File: src/rtl/crf_defs.svh
// Purpose: constants for the core datapath and return stack
// Assumes: 100 MHz system clock, 16-bit instruction words
// Notes: opcode fields follow a small coined encoding
`ifndef CRF_DEFS_SVH
`define CRF_DEFS_SVH
`define CRF_RC_FREQ_MHZ 1
`define CRF_PC_W 9
`define CRF_PC_RESET 9'h000
`define CRF_VEC_RESET 9'h000
`define CRF_VEC_FIRST_IRQ 9'h001
`define CRF_PTR_REG 5'h1E
`define CRF_STACK_DEPTH 3
`define CRF_IO_ADDR_W 6
`define CRF_SREG_IE_BIT 7
`define CRF_FUSE_RESET 1'h1
`endif

File: src/rtl/crf_pkg.sv
// Purpose: types shared by the core datapath
// Assumes: crf_defs.svh holds the numbers
// Notes: opcode classes use the top nibble of the word
package crf_pkg;
  typedef enum logic [3:0] {
    CRF_OP_NOP = 4'h0,
    CRF_OP_ALU_RR = 4'h1,
    CRF_OP_MOV_RR = 4'h2,
    CRF_OP_SINGLE = 4'h3,
    CRF_OP_LD_IND = 4'h4,
    CRF_OP_ST_IND = 4'h5,
    CRF_OP_IO_IN = 4'h6,
    CRF_OP_IO_OUT = 4'h7,
    CRF_OP_SUB_IMM = 4'h8,
    CRF_OP_SBC_IMM = 4'h9,
    CRF_OP_CMP_IMM = 4'hA,
    CRF_OP_AND_IMM = 4'hB,
    CRF_OP_OR_IMM = 4'hC,
    CRF_OP_LOAD_IMM = 4'hD,
    CRF_OP_RELATIVE_JUMP_INSTR = 4'hE,
    CRF_OP_MISC = 4'hF
  } crf_op_e;
  typedef enum logic [1:0] {
    CRF_ALU_ADD = 2'h0,
    CRF_ALU_SUB = 2'h1,
    CRF_ALU_AND = 2'h2,
    CRF_ALU_OR = 2'h3
  } crf_alu_e;
endpackage

File: src/rtl/crf_core.sv
// Purpose: register file, ALU select, fetch pipe, PC and return stack
// Assumes: program memory answers the address in the same cycle
// Notes: flag semantics kept minimal (zero and carry only)
//
// What this block does
// - An internal 1 MHz RC clock may replace the external oscillator.
// - Select fuse 0 picks RC clock; 1, the default, picks external unless EXT_OSC_CLK_OK is low.
// - Only the parallel programming path may change the select fuse.
// - 32 byte registers; two reads and one write in one cycle.
// - ALU works register-register, register-constant and single register.
// - Next word is fetched while the current word executes.
// - Each program word is one complete 16-bit instruction.
// - Program counter is 9 bits, covering 512 words.
// - Immediate and load-immediate forms reach only registers 16 to 31.
// - Register 30 holds the index for indirect register access.
// - Two-register ops read both and write the destination.
// - I/O forms take a 6-bit location and a register field.
// - The I/O space has 64 locations.
// - Relative jump and call go to PC plus offset plus one.
// - Relative targets wrap within 9 bits, reaching all 512 words.
// - A 3-level 9-bit hardware stack holds return addresses.
// - Call or interrupt pushes into level 0, shifting deeper.
// - Return pops level 0 into PC, shifting levels up.
// - Beyond three nested pushes the oldest address is lost silently.
// - Each source has a vector; lower vector address wins.
// - Interrupts need global enable plus per-source enable.
// - Reset vector is lowest; external interrupt follows it.
// - Accepting an interrupt clears global enable; its return sets it.
`timescale 1ns/1ps
`include "crf_defs.svh"
module crf_core
  import crf_pkg::*;
#(
  parameter int NUM_REGS = 32,
  parameter int NUM_IRQ = 3,
  parameter int STACK_DEPTH = `CRF_STACK_DEPTH
)(
  input wire logic CORE_CLK,
  input wire logic RESET_N,
  input wire logic EXT_OSC_CLK_OK,
  input wire logic [15:0] PROG_DATA,
  output logic [8:0] PROG_ADDR,
  input wire logic [NUM_IRQ-1:0] IRQ_PENDING,
  input wire logic [NUM_IRQ-1:0] IRQ_ENABLE,
  input wire logic [7:0] IO_RDATA,
  output logic [5:0] IO_ADDR,
  output logic [7:0] IO_WDATA,
  output logic IO_WR,
  output logic IO_RD,
  input wire logic PAR_PROG_WR,
  input wire logic PAR_PROG_VAL,
  input wire logic SER_PROG_WR,
  output logic RC_CLOCK_SELECT_FUSE,
  output logic CLK_SEL_RC,
  output logic [7:0] STATUS,
  output logic [8:0] PC,
  output logic IRQ_TAKEN
);
  localparam int RC_FREQ_MHZ = `CRF_RC_FREQ_MHZ;

  logic [7:0] regs [NUM_REGS];
  logic [8:0] stack [STACK_DEPTH];
  logic [15:0] instr;
  logic instr_valid;
  logic [7:0] sreg;
  logic [8:0] pc;
  logic [8:0] fetch_pc;
  logic fuse;
  // Unused side-band kept so a serial write is visibly ignored
  logic ser_seen;

  // Decode fields of the executing word
  crf_op_e op;
  logic [4:0] dst_idx;
  logic [4:0] src_idx;
  logic [7:0] imm;
  logic [5:0] io_loc;
  logic [11:0] rel_k;
  logic [7:0] d_val;
  logic [7:0] r_val;
  logic [7:0] b_val;
  logic [8:0] alu_sum;
  logic [7:0] alu_res;
  logic wr_en;
  logic [4:0] wr_idx;
  logic [7:0] wr_val;
  logic do_call;
  logic do_ret;
  logic do_interrupt_return_instr;
  logic do_jump;
  logic irq_go;
  logic [8:0] irq_vec;
  logic [8:0] next_pc;
  logic [8:0] rel_target;

  // Lowest index wins: vectors rise with the index
  function automatic logic [8:0] pick_vec(input logic [NUM_IRQ-1:0] req);
    logic [8:0] v;
    v = `CRF_VEC_FIRST_IRQ;
    for (int i = NUM_IRQ - 1; i >= 0; i--)
    begin
      if (req[i])
        v = 9'(`CRF_VEC_FIRST_IRQ + i);
    end
    return v;
  endfunction

  // Relative target, wraps inside the counter width
  function automatic logic [8:0] rel_addr(input logic [8:0] base,
                                          input logic [11:0] k);
    logic [11:0] s;
    s = 12'(base) + k + 12'h001;
    return s[8:0];
  endfunction

  // Instruction field split; all fields from one 16-bit word
  always_comb
  begin
    op = crf_op_e'(instr[15:12]);
    dst_idx = instr[8:4];
    src_idx = {instr[9], instr[3:0]};
    imm = {instr[11:8], instr[3:0]};
    io_loc = {instr[10:9], instr[3:0]};
    rel_k = instr[11:0];
    if (op >= CRF_OP_SUB_IMM && op <= CRF_OP_LOAD_IMM)
      dst_idx = {1'b1, instr[7:4]};
  end

  // Two read ports feed the ALU in the same cycle as the write
  always_comb
  begin
    d_val = regs[dst_idx];
    r_val = regs[src_idx];
    b_val = r_val;
    if (op >= CRF_OP_SUB_IMM && op <= CRF_OP_OR_IMM)
      b_val = imm;
    alu_sum = 9'h000;
    alu_res = 8'h00;
    case (op)
      CRF_OP_ALU_RR:
      begin
        alu_sum = {1'b0, d_val} + {1'b0, b_val};
        alu_res = alu_sum[7:0];
      end
      CRF_OP_SUB_IMM, CRF_OP_CMP_IMM:
      begin
        alu_sum = {1'b0, d_val} - {1'b0, b_val};
        alu_res = alu_sum[7:0];
      end
      CRF_OP_SBC_IMM:
      begin
        alu_sum = {1'b0, d_val} - {1'b0, b_val} - {8'h00, sreg[0]};
        alu_res = alu_sum[7:0];
      end
      CRF_OP_AND_IMM: alu_res = d_val & b_val;
      CRF_OP_OR_IMM: alu_res = d_val | b_val;
      CRF_OP_SINGLE: alu_res = ~d_val;
      default: alu_res = b_val;
    endcase
  end

  // Write-back select; compare writes nothing
  always_comb
  begin
    wr_en = 1'b0;
    wr_idx = dst_idx;
    wr_val = alu_res;
    if (instr_valid && !irq_go)
    begin
      case (op)
        CRF_OP_ALU_RR, CRF_OP_SINGLE, CRF_OP_SUB_IMM, CRF_OP_SBC_IMM,
        CRF_OP_AND_IMM, CRF_OP_OR_IMM: wr_en = 1'b1;
        CRF_OP_MOV_RR: wr_en = 1'b1;
        CRF_OP_LOAD_IMM:
        begin
          wr_en = 1'b1;
          wr_val = imm;
        end
        CRF_OP_LD_IND:
        begin
          wr_en = 1'b1;
          wr_val = regs[regs[`CRF_PTR_REG][4:0]];
        end
        CRF_OP_ST_IND:
        begin
          wr_en = 1'b1;
          wr_idx = regs[`CRF_PTR_REG][4:0];
          wr_val = d_val;
        end
        CRF_OP_IO_IN:
        begin
          wr_en = 1'b1;
          wr_val = IO_RDATA;
        end
        default: wr_en = 1'b0;
      endcase
    end
  end

  // Flow control and interrupt acceptance
  always_comb
  begin
    do_jump = instr_valid && op == CRF_OP_RELATIVE_JUMP_INSTR && !instr[12];
    do_call = instr_valid && op == CRF_OP_MISC && instr[11:10] == 2'h0;
    do_ret = instr_valid && op == CRF_OP_MISC && instr[11:10] == 2'h1;
    do_interrupt_return_instr = instr_valid && op == CRF_OP_MISC && instr[11:10] == 2'h2;
    // Only a live slot may be interrupted: a flushed slot's pc is stale
    irq_go = instr_valid && sreg[`CRF_SREG_IE_BIT]
             && |(IRQ_PENDING & IRQ_ENABLE);
    irq_vec = pick_vec(IRQ_PENDING & IRQ_ENABLE);
    rel_target = rel_addr(pc, {{2{instr[9]}}, instr[9:0]});
    if (op == CRF_OP_RELATIVE_JUMP_INSTR)
      rel_target = rel_addr(pc, rel_k);
    next_pc = 9'(fetch_pc + 9'h001);
    if (irq_go)
      next_pc = irq_vec;
    else if (do_jump || do_call)
      next_pc = rel_target;
    else if (do_ret || do_interrupt_return_instr)
      next_pc = stack[0];
  end

  // Register file, one write per cycle
  always_ff @(posedge CORE_CLK)
  begin
    if (!RESET_N)
    begin
      for (int i = 0; i < NUM_REGS; i++)
        regs[i] <= 8'h00;
    end
    else if (wr_en)
      regs[wr_idx] <= wr_val;
  end

  // Status: zero and carry plus global enable
  always_ff @(posedge CORE_CLK)
  begin
    if (!RESET_N)
      sreg <= 8'h00;
    else if (irq_go)
      sreg[`CRF_SREG_IE_BIT] <= 1'b0;
    else if (do_interrupt_return_instr)
      sreg[`CRF_SREG_IE_BIT] <= 1'b1;
    else if (instr_valid && op == CRF_OP_IO_OUT && io_loc == 6'h3F)
      sreg <= d_val;
    else if (instr_valid && op >= CRF_OP_SUB_IMM && op <= CRF_OP_CMP_IMM)
    begin
      sreg[0] <= alu_sum[8];
      sreg[1] <= alu_res == 8'h00;
    end
  end

  // Two-stage pipe: fetch next word while current executes
  always_ff @(posedge CORE_CLK)
  begin
    if (!RESET_N)
    begin
      fetch_pc <= `CRF_VEC_RESET;
      pc <= `CRF_PC_RESET;
      instr <= 16'h0000;
      instr_valid <= 1'b0;
    end
    else
    begin
      fetch_pc <= next_pc;
      pc <= fetch_pc;
      instr <= PROG_DATA;
      // Redirect flushes the prefetched word
      instr_valid <= !(irq_go || do_jump || do_call || do_ret || do_interrupt_return_instr);
    end
  end

  // Return stack; overflow drops the oldest, pop keeps the deepest
  always_ff @(posedge CORE_CLK)
  begin
    if (!RESET_N)
    begin
      for (int i = 0; i < STACK_DEPTH; i++)
        stack[i] <= 9'h000;
    end
    else if (irq_go || do_call)
    begin
      stack[0] <= irq_go ? pc : 9'(pc + 9'h001);
      for (int i = 1; i < STACK_DEPTH; i++)
        stack[i] <= stack[i-1];
    end
    else if (do_ret || do_interrupt_return_instr)
    begin
      for (int i = 0; i < STACK_DEPTH - 1; i++)
        stack[i] <= stack[i+1];
    end
  end

  // Clock-select fuse: parallel path only
  always_ff @(posedge CORE_CLK)
  begin
    if (!RESET_N)
      ser_seen <= 1'b0;
    else
      ser_seen <= SER_PROG_WR;
  end

  always_ff @(posedge CORE_CLK)
  begin
    if (!RESET_N)
      fuse <= `CRF_FUSE_RESET;
    else if (PAR_PROG_WR)
      fuse <= PAR_PROG_VAL;
  end

  // Registered outputs
  always_ff @(posedge CORE_CLK)
  begin
    if (!RESET_N)
    begin
      PROG_ADDR <= `CRF_PC_RESET;
      IO_ADDR <= 6'h00;
      IO_WDATA <= 8'h00;
      IO_WR <= 1'b0;
      IO_RD <= 1'b0;
      RC_CLOCK_SELECT_FUSE <= `CRF_FUSE_RESET;
      CLK_SEL_RC <= 1'b0;
      STATUS <= 8'h00;
      PC <= `CRF_PC_RESET;
      IRQ_TAKEN <= 1'b0;
    end
    else
    begin
      PROG_ADDR <= next_pc;
      IO_ADDR <= io_loc;
      IO_WDATA <= d_val;
      IO_WR <= instr_valid && !irq_go && op == CRF_OP_IO_OUT;
      IO_RD <= instr_valid && !irq_go && op == CRF_OP_IO_IN;
      RC_CLOCK_SELECT_FUSE <= fuse;
      // RC wins when fuse is 0, or when external clock missing
      CLK_SEL_RC <= !fuse || (!EXT_OSC_CLK_OK && 1'(RC_FREQ_MHZ));
      STATUS <= sreg;
      PC <= pc;
      IRQ_TAKEN <= irq_go;
    end
  end
endmodule

File: config.mk
export PLATFORM = sky130hd
export DESIGN_NAME = crf_core
export DESIGN_NICKNAME = d
export VERILOG_FILES = /design/src/rtl/crf_pkg.sv /design/src/rtl/crf_core.sv
export VERILOG_INCLUDE_DIRS = /design/src /design/src/rtl
export SDC_FILE = /design/constraint.sdc
export NUM_CORES = 1
export LEC_CHECK = 0
export ABC_CLOCK_PERIOD_IN_PS = 6120
export BUFFER_PORTS_ARGS = -buffer_cell sky130_fd_sc_hd__buf_2
export CAP_MARGIN = 20
export CORE_ASPECT_RATIO = 1.1
export CORE_MARGIN = 2
export CORE_UTILIZATION = 33
export DETAILED_ROUTE_END_ITERATION = 8
export GPL_TIMING_DRIVEN = 0
export SLEW_MARGIN = 30
export SYNTH_ARGS = -nofsm -noshare
export SYNTH_HDL_FRONTEND = slang
export SYNTH_SLANG_ARGS = --single-unit
export TNS_END_PERCENT = 10
File: constraint.sdc
create_clock -name CORE_CLK -period 6.12 [get_ports CORE_CLK]
set_clock_uncertainty 0.05 [all_clocks]
set_input_delay 1.224 -clock CORE_CLK [delete_from_list [all_inputs] [get_ports CORE_CLK]]
set_output_delay 1.224 -clock CORE_CLK [all_outputs]
set_load 0.05 [all_outputs]
# Word level (Yosys, flattened, before mapping)
# Memories as Yosys holds them, arrays and structs flattened. A register that Yosys moved wholly into a read port is not among the register bits.
# Cells that the tools add are included.
[word_totals]
wordCells = 145
ff_bits = 80
memories = 2
ram_bits = 283
output_inout_bits = 45
in_bits = 36
[memory_table]
columns = ["memory", "depth", "width", "rd", "rd_ports_with_merged_regs", "wr", "line", "rtl"]
rows = [
  ["regs", 32, 8, 4, 1, 32, "crf_core.sv:61", "logic [7:0] regs [NUM_REGS];"],
  ["stack", 3, 9, 3, 0, 3, "crf_core.sv:62", "logic [8:0] stack [STACK_DEPTH];"],
]
[op_classes]
magnitude_cmp = 4
n_addsub = 9
reduce_logical = 41
n_eq_ne = 18
muxes = 42
bitwise = 12
[op_table]
columns = ["cell", "count"]
rows = [
  ["9-bit two-way mux", 12],
  ["8-bit one-hot mux with 6 select lines", 1],
  ["4-bit equality test, second input constant", 8],
  ["8-bit one-hot mux with 4 select lines", 1],
  ["9-bit by 1-bit adder with 9-bit output, second input constant", 3],
  ["9-bit one-hot mux with 3 select lines", 1],
  ["5-bit two-way mux", 5],
  ["8-bit two-way mux", 3],
  ["9-bit adder", 2],
  ["1-bit logical AND", 17],
  ["4-bit by 3-bit equality test with 1-bit output, second input constant", 4],
  ["1-bit two-way mux", 15],
  ["4-bit <= comparator, second input constant", 3],
  ["11-bit OR reduction", 1],
  ["8-bit by 8-bit adder with 9-bit output", 1],
  ["9-bit by 2-bit adder with 9-bit output, second input constant", 1],
  ["8-bit by 8-bit subtractor with 9-bit output", 1],
  ["9-bit by 1-bit subtractor with 9-bit output", 1],
  ["8-bit AND", 1],
  ["4-bit by 2-bit equality test with 1-bit output, second input constant", 2],
  ["8-bit logical NOT", 1],
  ["1-bit logical OR", 8],
  ["8-bit NOT", 1],
  ["8-bit bitwise OR", 1],
  ["17 further kinds", 32],
]

# Depth between registers and ports, before layout
[logic_depth]
ltp_word = 11
ltp_mapped = 28
ltp_nobuf = 21

# Least setup slack after synthesis
# No wires, ideal clock.
[synth_path]
kind = "register -> register"
startpoint = "reg instr[4]"
endpoint = "mem regs[0][6], data pin"
arrival_ns = 5.044
stages_incl_launch_ff = 23
setup_time_ns = 0.272
n_path_buf = 7
period_less_slack_ns = 5.366
setup_slack_ns = 0.754
required_time_ns = 5.798
path_cell_list = "dfxtp_1 > buf_6 > buf_12 > buf_12 > buf_6 > buf_6 > buf_6 > mux4_2 > mux4_2 > mux2i_1 > ha_1 > inv_1 > ha_1 > o21ai_0 > nand2b_1 > a21oi_1 > xor2_1 > o311ai_2 > or2_1 > o211a_1 > nor3_2 > buf_2 > a211oi_1"
[synth_rtl]
columns = ["element", "line", "rtl"]
rows = [
  ["from (decl)", "crf_core.sv:63", "logic [15:0] instr;"],
  ["from (signal assigned)", "crf_core.sv:260", "instr <= 16'h0000;"],
  ["from (signal assigned)", "crf_core.sv:267", "instr <= PROG_DATA;"],
  ["to (decl)", "crf_core.sv:61", ""],
]

==> metrics.md <==
| Metric | Value |
|---|---|
| Result of the run | `complete, no violations` |
| Number of global-route vias before repair | `about 18,000` |
| Start point of the worst hold path | `sreg[6]$_SDFFE_PN0P_` |
| Most frequent cell on the critical path | `sky130_fd_sc_hd__buf_4` |
| Endpoint arrival time on the critical path | `~6300 ps` |
| Total I/O pin count | `81` |
| Post-placement setup slack | `-2180 ps` |
| Layout Cells excl Fill | `2,924` |
| Max stage delay cell, worst path | `sky130_fd_sc_hd__dfxtp_2` |
| Actual slew at the worst max-slew pin | `about 1100 ps` |
| Critical Setup Path Class | `reg2reg` |
| Antenna-violating nets left | `0` |
| Clk network pwr share | `0.375` |
| Min-delay worst type | `reg2reg` |
| Die Ht | `~280 µm` |
| Setup tns final | `0 ps` |
| Number of unique standard cell types used by synthesis | `99` |
| Startpoint of the lowest-slack register-to-register path | `instr[5]$_SDFF_PN0_` |
| Critical path's largest stage delay | `470 ps` |
| Async SR Flop Fraction | `0` |
| Flop-to-flop setup slack | `about 110 ps` |
| Number of vias in the routed layout | `around 18,000` |
| Chip width | `about 250 µm` |
| Number of fill cells in the layout | `about 6,500` |
| Global-route track usage on met3 | `0.0519` |
| Remaining DRCs | `0` |
| # nets final | `2,095` |
| Share of the synthesized area in the top cell type | `0.378` |
| Sw Share | `0.311` |
| Clock latency on the worst-skew pair | `600 ps` |
| Placer Congestion | `1.06` |
| Sink count of the clock tree | `about 360` |
| Initial standard-cell utilization of the core | `0.332` |
| Iter 0 DRT Violations | `around 2,400` |
| PwrDens | `about 270 nW/µm²` |
| Number of H-tree branching levels | `2` |
| Global-route wire length before repair | `between 100 and 150 mm` |
| Slew HR | `0.252` |
| Part of the cycle the worst path needs | `0.983` |
| DRT Pass-1 Iters | `5` |
| Detailed-route wire length per cell | `between 20 and 30 µm` |
| Port buffer count | `79` |
| Cts-stage hold buffer count | `0` |
| Leakage power total | `approximately 9.3 nW` |
| Avg Synthesized Cell Area | `between 10 and 15 µm²` |
| Total routed wirelength | `~87 mm` |
| Required time reported for the critical path endpoint | `6370 ps` |
| Critical path startpoint category | `register` |
| Fraction of final layout cells sized beyond drive strength 1 | `0.247` |
| Largest net degree at the start of global routing | `19` |
| Launch point of the critical path | `instr[5]$_SDFF_PN0_` |
| Highest attainable clock frequency | `around 170 MHz` |
| Main area contributors after synthesis | `sky130_fd_sc_hd__edfxtp_1, sky130_fd_sc_hd__mux4_2, sky130_fd_sc_hd__dfxtp_1, sky130_fd_sc_hd__nor2_1, sky130_fd_sc_hd__mux2i_1` |
| Clock transition time at the flip-flop clock pins of the worst setup and hold paths | `60 ps` |
| GR Util met2 | `0.406` |
| Final setup fails | `0` |
| Type of destination of the critical path | `register` |
| TritonCTS clock tree | `built` |
| Post-route minimum period | `~6000 ps` |
| Combined area of all synthesized cells | `approximately 22,000 µm²` |
| Area inside the core boundary | `67,600 µm²` |
| Total Die Area | `around 70,000 µm²` |
| Largest area contributor in the synthesized netlist | `sky130_fd_sc_hd__edfxtp_1` |
| Number of storage elements in the synthesis netlist | `~360` |
| Global-route usage over all layers | `0.247` |
| Flop pwr share | `0.402` |
| Average via count per standard cell | `between 6 and 7` |
| Family with the most delay on the worst path | `buffers and inverters` |
| Clk buf depth | `3` |
| Synthesized instance count | `between 1,500 and 2,000` |
| Int Pwr | `between 0.004 and 0.005 W` |
| YS warnings | `0` |
| Clock tree root buffer cell | `sky130_fd_sc_hd__clkbuf_16` |
| P&R area growth vs syn | `15.2%` |
| Area taken by flip-flops and latches | `a little over 10,000 µm²` |
| Reported net switching power | `0.00219 W` |
| Fraction of the yosys area taken by sequential cells | `0.450` |
| Max Slew Vio Count | `0` |
| Number of cells after detailed placement | `roughly 2,800` |
| Global-route met1 utilization | `0.297` |
| Ant diodes | `0` |
| Worst IR Drop VDD | `approximately 0.16 mV` |
| Number of hold violations in the final report | `0` |
| Utilization of the core after routing | `0.383` |
| Maximum fanout along the worst path | `10` |
| Count of flip-flops with a built-in enable after synthesis | `approximately 280` |
| Proportion of power drawn by combinational gates | `0.223` |
| Most frequent cells in the layout | `sky130_fd_sc_hd__nor2_1, sky130_fd_sc_hd__edfxtp_1, sky130_fd_sc_hd__mux4_2` |
| Buf/Inv on CP | `10` |
| Post-detailed-placement half-perimeter wirelength | `67.2 mm` |
| CTS buffer count | `42` |
| Post-synthesis net count | `1,962` |
| Number of antenna violations at the first check in global routing | `1` |
| Top FF cell, synth | `sky130_fd_sc_hd__edfxtp_1` |
| Max-cap check violation count | `0` |
| Core Rows | `100` |
| Area taken by multi-input logic gates | `11,700 µm²` |
| Post-route setup slack | `~110 ps` |
| Most Crowded Layer GR | `met2` |
| Leftover overflow at the end of global routing | `0` |
flip-flops by register name (all words and copies together) (netlist names):
name / flops
IO_WDATA: 8
pc: 9
IO_RD: 1
IO_ADDR: 6
STATUS: 8
IRQ_TAKEN: 1
instr: 16
RC_CLOCK_SELECT_FUSE: 1
IO_WR: 1
instr_valid: 1
CLK_SEL_RC: 1
sreg: 8
PC: 9
fuse: 1
regs: 256
stack: 27
PROG_ADDR: 9
layer usage:
layer  vias up  wire length, µm
li1       7545                -
met1      8937            31900
met2      1098            41300
met3       293             7980
met4         0             6230
met5         -                0
worst register-to-register path: cells and delay by family, from the launching register on:
kind / cells / cell delay [ps]
DFF: 1 / 470
muxes: 3 / 880
buffers and inverters: 10 / 2210
adders and majority gates: 1 / 200
and+or+nand+nor: 2 / 100
AOI/OAI and AO/OA: 9 / 1840
cells in the mapped netlist, types with 6 or more instances:
| library cell | n |
|---|---|
| sky130_fd_sc_hd__nor3b_1 | 6 |
| sky130_fd_sc_hd__and3_1 | 11 |
| sky130_fd_sc_hd__ha_1 | 34 |
| sky130_fd_sc_hd__nor3b_2 | 30 |
| sky130_fd_sc_hd__a21o_1 | 11 |
| sky130_fd_sc_hd__nand2_1 | 129 |
| sky130_fd_sc_hd__nand3_1 | 40 |
| sky130_fd_sc_hd__xnor2_1 | 13 |
| sky130_fd_sc_hd__mux2i_1 | 101 |
| sky130_fd_sc_hd__dfxtp_1 | 80 |
| sky130_fd_sc_hd__inv_1 | 44 |
| sky130_fd_sc_hd__nand4_1 | 18 |
| sky130_fd_sc_hd__a31oi_1 | 6 |
| sky130_fd_sc_hd__a221oi_1 | 13 |
| sky130_fd_sc_hd__mux4_2 | 171 |
| sky130_fd_sc_hd__a22oi_1 | 24 |
| sky130_fd_sc_hd__a211oi_1 | 53 |
| sky130_fd_sc_hd__a22o_1 | 26 |
| sky130_fd_sc_hd__buf_1 | 7 |
| sky130_fd_sc_hd__nand2b_1 | 11 |
| sky130_fd_sc_hd__buf_6 | 8 |
| sky130_fd_sc_hd__buf_4 | 6 |
| sky130_fd_sc_hd__a21boi_0 | 6 |
| sky130_fd_sc_hd__nor3_1 | 17 |
| sky130_fd_sc_hd__o21ai_0 | 39 |
| sky130_fd_sc_hd__o22ai_1 | 7 |
| sky130_fd_sc_hd__clkbuf_1 | 84 |
| sky130_fd_sc_hd__buf_2 | 35 |
| sky130_fd_sc_hd__and2_1 | 62 |
| sky130_fd_sc_hd__nor2b_1 | 22 |
| sky130_fd_sc_hd__nor2_1 | 285 |
| sky130_fd_sc_hd__a21oi_1 | 61 |
| sky130_fd_sc_hd__edfxtp_1 | 283 |
| sky130_fd_sc_hd__xor2_1 | 16 |
| sky130_fd_sc_hd__o221ai_1 | 6 |
| sky130_fd_sc_hd__mux2_2 | 10 |
layout make-up:
| cell class | count | share of cell area |
|---|---|---|
| clock buffer | 52 | 0.0442 |
| timing repair buffer | 90 | 0.0196 |
| tap | 867 | 0.0419 |
| multi-input combinational | 1336 | 0.452 |
| inverter | 47 | 0.00687 |
| clock inverter | 25 | 0.0108 |
| buffer | 144 | 0.0342 |
| sequential | 363 | 0.390 |
per-stage QoR:
stage               hold slack, ps  power (W)  instance area [µm²]
finish                         395    0.00703                25900
global route                   420    0.00722                25900
CTS                            393    0.00698                25700
detailed placement             401    0.00432                24000
global placement               389    0.00429                23900
floorplan                      370    0.00380                22500
worst paths after layout:
| check | to | depth (start not counted) |
|---|---|---|
| max | regs[8][5]$_SDFFCE_PN0P_ | 25 |
| min | STATUS[6]$_SDFF_PN0_ | 1 |
| max reg2reg | regs[8][5]$_SDFFCE_PN0P_ | 25 |
| min reg2reg | STATUS[6]$_SDFF_PN0_ | 1 |
power by group through the flow:
stage	clock, W	combinational, W	sequential [W]
2_1_floorplan	0	0.000925	0.00287
3_3_place_gp	0	0.00143	0.00287
3_5_place_dp	0	0.00144	0.00287
4_1_cts	0.00265	0.00150	0.00282
5_1_grt	0.00274	0.00165	0.00283
6_report	0.00263	0.00157	0.00283
logic make-up (layout without fill, tap and decap cells):
kind of cell               after synthesis  after routing  share of synthesized area
AOI/OAI and AO/OA                      326            326                      0.107
xor gates and xnor gates                29             29                     0.0113
adders and majority gates               35             35                     0.0198
buffers and inverters                  192            358                     0.0407
DFF                                    363            363                      0.450
muxes                                  287            287                      0.226
and+or+nand+nor                        659            659                      0.146
repair_timing:
action                     4_1_cts  5_1_grt
pin swaps                        4        7
gates resized for setup         56       41
cloned                           0        0
setup endpoints to repair      226      222
setup buffers                    7        3
No activity file was read; power rests on OpenSTA's default activity.
